### src/rtl/adc_pkg.sv
/*
 * Constants, types and decode functions shared by the converter control.
 * Assumes one converter clock; all control bits arrive synchronous to it.
 */
package adc_pkg;
	localparam int unsigned RES_W = 10;
	localparam int unsigned NCH = 8;
	localparam int unsigned FIFO_W = 16;
	localparam int unsigned FIFO_DEPTH = 16;
	localparam int unsigned CNT_W = 6;
	// conversion lengths in converter clock cycles
	localparam logic [5:0] CYC_SH_8 = 6'h1C;
	localparam logic [5:0] CYC_SH_10 = 6'h21;
	localparam logic [5:0] CYC_NOSH_8 = 6'h2F;
	localparam logic [5:0] CYC_NOSH_10 = 6'h39;
	// operating modes
	localparam logic [1:0] MODE_ONESHOT = 2'h0;
	localparam logic [1:0] MODE_REPEAT = 2'h1;
	localparam logic [1:0] MODE_SINGLE = 2'h2;
	localparam logic [1:0] MODE_RSWEEP = 2'h3;
	// extended input select field
	localparam logic [1:0] EXT_NONE = 2'h0;
	localparam logic [1:0] EXT_A = 2'h1;
	localparam logic [1:0] EXT_B = 2'h2;
	localparam logic [1:0] EXT_OPAMP = 2'h3;
	// analog source select codes and result register index values
	localparam logic [3:0] SRC_EXT_A = 4'h8;
	localparam logic [3:0] SRC_EXT_B = 4'h9;
	localparam logic [2:0] IDX_ZERO = 3'h0;
	localparam logic [2:0] IDX_ONE = 3'h1;

	typedef enum logic [2:0] {
		S_IDLE = 3'b001,
		S_WAIT = 3'b010,
		S_CONV = 3'b100
	} state_t;

	// last count value of one conversion
	function automatic logic [5:0] conv_last(input logic sh,
		input logic res10);
		logic [5:0] cyc;
		cyc = sh ? (res10 ? CYC_SH_10 : CYC_SH_8) :
			(res10 ? CYC_NOSH_10 : CYC_NOSH_8);
		return cyc - 6'h01;
	endfunction
endpackage

### src/rtl/stream_if.sv
/*
 * Valid/ready word stream between the converter control and its FIFO.
 * Assumes both ends share one clock.
 */
`timescale 1ns/1ps
interface stream_if #(parameter int W = 16);
	logic valid;
	logic ready;
	logic [W-1:0] data;
	modport src (output valid, output data, input ready);
	modport snk (input valid, input data, output ready);
endinterface

### src/rtl/adc_trig_detect.sv
/*
 * Hardware trigger source: falling edge of the trigger pin or timer event.
 * Assumes the pin and the timer event are synchronous to mclk_in.
 */
`timescale 1ns/1ps
module adc_trig_detect (
	// clock and reset
	input wire logic mclk_in,
	input wire logic srst_in,
	input wire logic ce_in,
	// sources
	input wire logic ext_trigger_pin_in,
	input wire logic motor_timer_evt_in,
	input wire logic hw_source_select_in,
	// event
	output logic trig_evt_out
);
	logic pin_q_ff;
	wire logic pin_fall;

	always_ff @(posedge mclk_in) begin
		if (srst_in) begin
			pin_q_ff <= 1'b1;
		end else if (ce_in) begin
			pin_q_ff <= ext_trigger_pin_in;
		end
	end

	assign pin_fall = pin_q_ff && !ext_trigger_pin_in;
	assign trig_evt_out = hw_source_select_in ?
		motor_timer_evt_in : pin_fall;
endmodule

### src/rtl/adc_fifo.sv
/*
 * Result FIFO with a registered output stage for the DMA side.
 * Assumes the writer honours ready; depth is a power of two.
 */
`timescale 1ns/1ps
module adc_fifo #(
	parameter int W = 16,
	parameter int DEPTH = 16
) (
	// clock and reset
	input wire logic mclk_in,
	input wire logic srst_in,
	input wire logic ce_in,
	// write side
	stream_if.snk wr_if,
	// read side
	input wire logic rd_ready_in,
	output logic rd_valid_out,
	output logic [W-1:0] rd_data_out
);
	localparam int AW = $clog2(DEPTH);
	logic [W-1:0] mem_ff [DEPTH];
	logic [AW:0] wp_ff;
	logic [AW:0] rp_ff;
	logic ov_ff;
	logic [W-1:0] od_ff;
	wire logic empty;
	wire logic full;
	wire logic push;
	wire logic load;

	assign empty = wp_ff == rp_ff;
	assign full = (wp_ff[AW] != rp_ff[AW]) &&
		(wp_ff[AW-1:0] == rp_ff[AW-1:0]);
	assign push = wr_if.valid && !full;
	assign load = !empty && (!ov_ff || rd_ready_in);
	assign wr_if.ready = !full;
	assign rd_valid_out = ov_ff;
	assign rd_data_out = od_ff;

	always_ff @(posedge mclk_in) begin
		if (ce_in && push) begin
			mem_ff[wp_ff[AW-1:0]] <= wr_if.data;
		end
	end

	always_ff @(posedge mclk_in) begin
		if (srst_in) begin
			wp_ff <= '0;
			rp_ff <= '0;
			ov_ff <= 1'b0;
			od_ff <= '0;
		end else if (ce_in) begin
			if (push) begin
				wp_ff <= wp_ff + 1'b1;
			end
			if (load) begin
				od_ff <= mem_ff[rp_ff[AW-1:0]];
				rp_ff <= rp_ff + 1'b1;
				ov_ff <= 1'b1;
			end else if (rd_ready_in) begin
				ov_ff <= 1'b0;
			end
		end
	end
endmodule

### src/rtl/adc_conversion_control.sv
/*
 * Conversion control of an eight-channel successive-approximation ADC:
 * triggers, timing, result placement, extended inputs and DMA stream.
 * Assumes control bits and pins are synchronous to mclk_in and that the
 * analog core presents its finished code on adc_data_in in the last
 * cycle of each conversion.
 */
// Function
// - 10-bit results fill bits 9..0, 8-bit results bits 7..0.
// - with sample-hold, conversion takes 28 cycles at 8 bit, 33 at 10.
// - software trigger starts as soon as start bit is written 1.
// - external trigger is a falling edge on the trigger pin.
// - hardware trigger is the motor timer completion event.
// - triggered start needs start bit already 1, then an event.
// - a trigger during conversion aborts and restarts from the beginning.
// - DMA mode writes every result to register zero and requests DMA.
// - extended inputs selectable only in one-shot and repeat modes.
// - field 00 none, 01 pin a, 10 pin b, 11 op-amp loop.
// - pin a result to register zero; pin b to one, zero under DMA.
// - op-amp mode routes channel out on a, converts b, own register.
// - reference connect low disconnects the ladder; DAC unaffected.
// - one-shot software trigger clears the start bit on completion.
`timescale 1ns/1ps
module adc_conversion_control
	import adc_pkg::*;
(
	// clock and reset
	input wire logic mclk_in,
	input wire logic srst_in,
	input wire logic ce_in,
	// software control
	input wire logic start_wr_in,
	input wire logic start_wdata_in,
	input wire logic trigger_select_in,
	input wire logic hw_source_select_in,
	input wire logic sample_hold_enable_in,
	input wire logic res10_in,
	input wire logic [1:0] mode_in,
	input wire logic [2:0] chan_sel_in,
	input wire logic [1:0] scan_sel_in,
	input wire logic ext_input_sel_hi_in,
	input wire logic ext_input_sel_lo_in,
	input wire logic dma_mode_enable_in,
	input wire logic reference_connect_in,
	// pins, events and analog core
	input wire logic ext_trigger_pin_in,
	input wire logic motor_timer_evt_in,
	input wire logic [RES_W-1:0] adc_data_in,
	// dma side
	input wire logic dma_ready_in,
	output logic dma_req_out,
	output logic [FIFO_W-1:0] dma_data_out,
	// status and results
	output logic conversion_start_bit_out,
	output logic busy_out,
	output logic conv_done_out,
	output logic [NCH*RES_W-1:0] result_flat_out,
	// analog routing
	output logic [3:0] analog_sel_out,
	output logic ext_a_analog_out,
	output logic ext_b_analog_out,
	output logic opamp_route_out,
	output logic ladder_connect_out
);
	state_t state_ff;
	state_t nxt_state;
	logic [CNT_W-1:0] cnt_ff;
	logic [CNT_W-1:0] nxt_cnt;
	logic [2:0] idx_ff;
	logic [2:0] nxt_idx;
	logic start_bit_ff;
	logic nxt_start;
	logic [RES_W-1:0] res_mem_ff [NCH];
	logic done_ff;
	logic busy_ff;
	logic [3:0] src_ff;
	logic ext_a_ff;
	logic ext_b_ff;
	logic opamp_ff;
	logic ladder_ff;

	wire logic trg_evt;
	wire logic ext_ok;
	wire logic [1:0] ext_field;
	wire logic [1:0] ext_mode;
	wire logic sweep;
	wire logic [2:0] last_idx;
	wire logic idx_last;
	wire logic [2:0] cur_ch;
	wire logic [3:0] src;
	wire logic [2:0] wr_idx;
	wire logic [CNT_W-1:0] last_cnt;
	wire logic at_end;
	wire logic blocked;
	wire logic restart;
	wire logic store;
	wire logic seq_end;
	wire logic auto_clr;
	wire logic done_evt;
	wire logic [RES_W-1:0] res_val;

	stream_if #(.W(FIFO_W)) push_if ();

	adc_trig_detect u_trig (
		.mclk_in(mclk_in),
		.srst_in(srst_in),
		.ce_in(ce_in),
		.ext_trigger_pin_in(ext_trigger_pin_in),
		.motor_timer_evt_in(motor_timer_evt_in),
		.hw_source_select_in(hw_source_select_in),
		.trig_evt_out(trg_evt)
	);

	adc_fifo #(.W(FIFO_W), .DEPTH(FIFO_DEPTH)) u_fifo (
		.mclk_in(mclk_in),
		.srst_in(srst_in),
		.ce_in(ce_in),
		.wr_if(push_if),
		.rd_ready_in(dma_ready_in),
		.rd_valid_out(dma_req_out),
		.rd_data_out(dma_data_out)
	);

	// extended input decode
	assign ext_ok = (mode_in == MODE_ONESHOT) ||
		(mode_in == MODE_REPEAT);
	assign ext_field = {ext_input_sel_hi_in, ext_input_sel_lo_in};
	assign ext_mode = ext_ok ? ext_field : EXT_NONE;

	// sweep and source selection
	assign sweep = mode_in[1];
	assign last_idx = sweep ? {scan_sel_in, 1'b1} : IDX_ZERO;
	assign idx_last = idx_ff == last_idx;
	assign cur_ch = sweep ? idx_ff : chan_sel_in;
	assign src = (ext_mode == EXT_A) ? SRC_EXT_A :
		(ext_mode == EXT_NONE) ? {1'b0, cur_ch} : SRC_EXT_B;
	assign wr_idx = dma_mode_enable_in ? IDX_ZERO :
		(ext_mode == EXT_A) ? IDX_ZERO :
		(ext_mode == EXT_B) ? IDX_ONE : cur_ch;

	// conversion timing and sequencing
	assign last_cnt = conv_last(sample_hold_enable_in, res10_in);
	assign at_end = (state_ff == S_CONV) && (cnt_ff == last_cnt);
	assign blocked = dma_mode_enable_in && !push_if.ready;
	assign restart = (state_ff == S_CONV) && trigger_select_in &&
		trg_evt;
	assign store = ce_in && at_end && !restart && !blocked &&
		start_bit_ff;
	assign seq_end = store && ((mode_in == MODE_ONESHOT) ||
		((mode_in == MODE_SINGLE) && idx_last));
	assign auto_clr = seq_end && !trigger_select_in;
	assign done_evt = store && (dma_mode_enable_in ||
		(mode_in == MODE_ONESHOT) ||
		((mode_in == MODE_SINGLE) && idx_last));
	assign res_val = res10_in ? adc_data_in :
		{2'b00, adc_data_in[RES_W-1:2]};

	// dma stream
	assign push_if.valid = store && dma_mode_enable_in;
	assign push_if.data = FIFO_W'(res_val);

	// start bit: a software write wins over the automatic clear
	assign nxt_start = start_wr_in ? start_wdata_in :
		(auto_clr ? 1'b0 : start_bit_ff);

	always_comb begin
		nxt_state = state_ff;
		nxt_cnt = cnt_ff;
		nxt_idx = idx_ff;
		case (state_ff)
			S_IDLE: begin
				nxt_cnt = '0;
				nxt_idx = '0;
				if (start_bit_ff && !trigger_select_in) begin
					nxt_state = S_CONV;
				end else if (start_bit_ff) begin
					nxt_state = S_WAIT;
				end
			end
			S_WAIT: begin
				if (trg_evt) begin
					nxt_state = S_CONV;
					nxt_cnt = '0;
					nxt_idx = '0;
				end
			end
			S_CONV: begin
				if (restart) begin
					nxt_cnt = '0;
					nxt_idx = '0;
				end else if (store) begin
					nxt_cnt = '0;
					nxt_idx = idx_last ? IDX_ZERO : idx_ff + IDX_ONE;
					if (seq_end && trigger_select_in) begin
						nxt_state = S_WAIT;
					end else if (seq_end) begin
						nxt_state = S_IDLE;
					end
				end else if (!at_end) begin
					nxt_cnt = cnt_ff + 1'b1;
				end
			end
			default: begin
				nxt_state = S_IDLE;
			end
		endcase
		if (!start_bit_ff) begin
			nxt_state = S_IDLE;
		end
	end

	always_ff @(posedge mclk_in) begin
		if (srst_in) begin
			state_ff <= S_IDLE;
			cnt_ff <= '0;
			idx_ff <= '0;
			start_bit_ff <= 1'b0;
		end else if (ce_in) begin
			state_ff <= nxt_state;
			cnt_ff <= nxt_cnt;
			idx_ff <= nxt_idx;
			start_bit_ff <= nxt_start;
		end
	end

	// result registers
	genvar gi;
	generate
		for (gi = 0; gi < NCH; gi++) begin : g_res
			always_ff @(posedge mclk_in) begin
				if (srst_in) begin
					res_mem_ff[gi] <= '0;
				end else if (store && (wr_idx == 3'(gi))) begin
					res_mem_ff[gi] <= res_val;
				end
			end
			assign result_flat_out[gi*RES_W +: RES_W] = res_mem_ff[gi];
		end
	endgenerate

	// registered status and routing
	always_ff @(posedge mclk_in) begin
		if (srst_in) begin
			done_ff <= 1'b0;
			busy_ff <= 1'b0;
			src_ff <= '0;
			ext_a_ff <= 1'b0;
			ext_b_ff <= 1'b0;
			opamp_ff <= 1'b0;
			ladder_ff <= 1'b0;
		end else if (ce_in) begin
			done_ff <= done_evt;
			busy_ff <= nxt_state == S_CONV;
			src_ff <= src;
			ext_a_ff <= ext_mode == EXT_A;
			ext_b_ff <= ext_mode[1];
			opamp_ff <= ext_mode == EXT_OPAMP;
			ladder_ff <= reference_connect_in;
		end
	end

	assign conversion_start_bit_out = start_bit_ff;
	assign busy_out = busy_ff;
	assign conv_done_out = done_ff;
	assign analog_sel_out = src_ff;
	assign ext_a_analog_out = ext_a_ff;
	assign ext_b_analog_out = ext_b_ff;
	assign opamp_route_out = opamp_ff;
	assign ladder_connect_out = ladder_ff;
endmodule

### config.mk
export PLATFORM = sky130hd
export DESIGN_NAME = adc_conversion_control
export DESIGN_NICKNAME = d
export VERILOG_FILES = /design/src/rtl/adc_pkg.sv /design/src/rtl/stream_if.sv /design/src/rtl/adc_trig_detect.sv /design/src/rtl/adc_fifo.sv /design/src/rtl/adc_conversion_control.sv
export SDC_FILE = /design/constraint.sdc
export NUM_CORES = 1
export LEC_CHECK = 0
export BUFFER_PORTS_ARGS = -buffer_cell sky130_fd_sc_hd__buf_2
export CORE_UTILIZATION = 58
export DETAILED_ROUTE_END_ITERATION = 12
export PLACE_DENSITY_LB_ADDON = 0.25
export SETUP_SLACK_MARGIN = 0.3
export SYNTH_ARGS = -nofsm -noshare
export SYNTH_HDL_FRONTEND = slang
export SYNTH_SLANG_ARGS = --single-unit
### constraint.sdc
create_clock -name mclk_in -period 5.1 [get_ports mclk_in]
set_input_delay 0.765 -clock mclk_in [delete_from_list [all_inputs] [get_ports mclk_in]]
set_output_delay 0.765 -clock mclk_in [all_outputs]
set_load 0.02 [all_outputs]
==> flow_summary.json <==
{
  "period_needed_ns": 3.458,
  "cp.required_ns": 5.27,
  "finalSetupViolCount": 0,
  "insertedDiodeCount": 0,
  "place_area_um2": 12630,
  "clockBufferDepth": 3,
  "vias": 7063,
  "initial_utilization_pct": 59.43,
  "power.density_nw_per_um2": 343.8,
  "totalWireLength_um": 26100,
  "ctsResizeCount": 0,
  "status": "finished clean",
  "die_h_um": 143.5,
  "critPathBufInv": 2,
  "cts.sinks": 285,
  "ys_seq_area_share_pct": 69.87,
  "startpoint": "res10_in",
  "path_clk_slew_ns": 0.06,
  "ir_worst_vdd_mv": 0.3222,
  "rsz0062_at_grt": "no",
  "post_cts.repair.setup_buffers": 0,
  "grt.overflow.total": 0,
  "final_nets": 944,
  "htree_levels": 1,
  "netlist-cell-type-count": 61,
  "finalCritPeriodShare_pct": 67.81,
  "fin_skew_ns": 0.01155,
  "fmax_mhz": 289.2,
  "maxCapViolations": 0,
  "detailed_place_hpwl_um": 17870,
  "rows": 51,
  "worst_setup_path_start_kind": "input port",
  "stdcell_area_um2": 13450,
  "drtIter0Drc": 672,
  "worstPathArrival_ns": 3.63,
  "layout-area-overhead-vs-synth_pct": 15.87,
  "root_buffer": "clkbuf_16",
  "grt_max_degree": 45,
  "p_total_mw": 4.622,
  "post_drt_via_cell_ratio": 5.965,
  "crit_path_top_delay_cell": "nor2_1",
  "syn_area_per_cell_um2": 15.58,
  "worst_pin_slew_ns": 1.204,
  "async_flop_share_pct": 0,
  "drive_gt1_share_pct": 28.40,
  "relSlewSlack_pct": 17.41,
  "gp_congestion": 0.8590,
  "timing.setup.tns_ns": 0,
  "p_leak_nw": 4.847,
  "synth_cells": 745,
  "crit_type": "in2reg",
  "io_pins": 141,
  "grt_pass1_vias": 6961,
  "rr_startpoint": "state_ff[2]$_SDFFE_PP0P_",
  "grt_use_total_pct": 26.22,
  "cp_top_family": "simple AND/OR/NAND/NOR gates",
  "antenna_found_initial": 0,
  "cts_made_buffers": 28,
  "hold_buffers": 0,
  "hp-start": "ext_trigger_pin_in",
  "final_hold_viol_count": 0,
  "die_w_um": 143.5,
  "ys_seq_elements": 285,
  "fp.dieArea_um2": 20580,
  "grt_pass1_wl_um": 39540,
  "dpl.cell_count": 1136,
  "wl_per_cell_um": 22.05,
  "syn_area_um2": 11600,
  "end_kind": "flip-flop",
  "stdcell_count": 1184,
  "ys_warn_count": 0,
  "drtPass1Iterations": 5,
  "hold_path_class": "in2reg",
  "finalMaxSlewViolations": 0,
  "cts_tree": "built",
  "coreArea_um2": 19530,
  "ant_nets": 0,
  "route.detailed.drc": 0,
  "numPortBuffers": 134,
  "synth_edf_count": 240,
  "clock_latency_ns": 0.55,
  "worstPathCellList": "buf_2, inv_1, ha_1, xor2_1, nor4_1, and2_1, o2111a_1, nand2_1, nor2_1",
  "ys.flop_type": "edfxtp_1",
  "cpPeakStageDelay_ns": 0.66,
  "cp_max_fo": 13
}
[Yosys cell counts (all sizes together) (3+ instances only)]
cell	n	area, um^2
a211oi	3	27.52
a21o	7	52.55
a21oi	16	80.08
a311oi	4	52.56
a31oi	3	33.78
and3	4	30.03
buf	19	106.4
clkbuf	18	67.56
dfxtp	45	900.9
edfxtp	240	7207
ha	10	125.1
inv	22	82.58
mux2i	26	260.3
mux4	50	1126
nand2	36	137.6
nand3	19	100.1
nand4	5	31.28
nor2	122	457.9
nor2b	5	31.28
nor3	12	60.06
nor3b	6	45.04
nor4	3	40.04
o211ai	4	30.03
o21ai	12	60.06
xnor2	14	122.6
xor2	11	96.34
[stage by stage]
stage	utilization, %	setup slack [ns]	hold slack [ns]
global placement	64.70	1.235	0.4539
floorplan	-	1.002	0.4477
global route	68.86	1.413	0.4596
CTS	68.86	1.668	0.4490
detailed placement	64.70	1.112	0.4634
finish	68.86	1.642	0.4522
[path summary, 6_finish.rpt]
kind	endpoint	slack [ns]	cells past startpoint
max	u_fifo.mem_ff[14][9]$_DFFE_PP_	1.64	9
min reg2reg	ext_a_analog_out$_SDFFE_PP0P_	0.47	2
min	u_trig.pin_q_ff$_SDFFE_PP1P_	0.45	3
max reg2reg	u_fifo.mem_ff[14][9]$_DFFE_PP_	1.89	5
[layout by cell type, fill, tap and decap left out, types with 22 or more instances in the layout]
cell and count:
buf_2 134, buf_4 24, clkbuf_16 28, dfxtp_1 44, edfxtp_1 240, inv_1 22, mux2i_1 26, mux4_2 50
nand2_1 35, nor2_1 122
[worst register-to-register path, cell delays in order, from the launching register on]
cell	delay [ns]
dfxtp_1	0.54
or3b_4	0.47
a211oi_1	0.44
o2111a_1	0.48
nand2_1	0.24
nor2_1	0.66
[where the power goes]
group          switching [mW]  internal, mW  leakage (nW)
combinational           0.164        0.0526          1.85
sequential             0.0112          2.55          2.60
clock                   0.831          1.01         0.401
total                    1.01          3.62          4.85
[kinds of logic (layout without fill, tap and decap cells)]
| group | Yosys count | after routing | share of synthesized area (%) |
|---|---|---|---|
| flops | 285 | 285 | 69.87 |
| xor+xnor | 25 | 25 | 1.887 |
| simple gates | 223 | 223 | 8.820 |
| compound gates | 65 | 65 | 4.129 |
| buf+inv | 60 | 229 | 2.243 |
| fa+ha+maj | 10 | 10 | 1.078 |
| mux | 76 | 76 | 11.95 |
| other cells | 1 | 6 | 0.03231 |
[registers in the layout, indices dropped and copies added, names as in the netlist]
register,cells
ext_b_analog_out,1
conversion_start_bit_out,1
ladder_connect_out,1
state_ff,3
u_fifo.rd_valid_out,1
u_fifo.rd_data_out,10
opamp_route_out,1
res_mem_ff,80
u_fifo.wp_ff,5
analog_sel_out,4
u_fifo.rp_ff,5
idx_ff,3
u_fifo.mem_ff,160
u_trig.pin_q_ff,1
cnt_ff,6
ext_a_analog_out,1
conv_done_out,1
busy_out,1
[metal layers]
metal / vias to the layer above / global-route usage, % / share of wire [%]
met5: - / 0 / 0
met4: 0 / 7.895 / 2.2
met3: 41 / 3.632 / 8.4
met2: 405 / 45.17 / 50
met1: 3500 / 34.85 / 39
li1: 3117 / - / -
[final cells by class]
type | instances | area [um^2]
Clock buffer | 35 | 726.9
Clock inverter | 13 | 86.33
Fill cell | 1319 | 6080
Inverter | 23 | 86.33
Multi-Input combinational cell | 405 | 3256
Sequential cell | 285 | 8109
Tap cell | 265 | 331.6
Timing Repair Buffer | 158 | 850.8
Power figures use the tool's default switching activity.
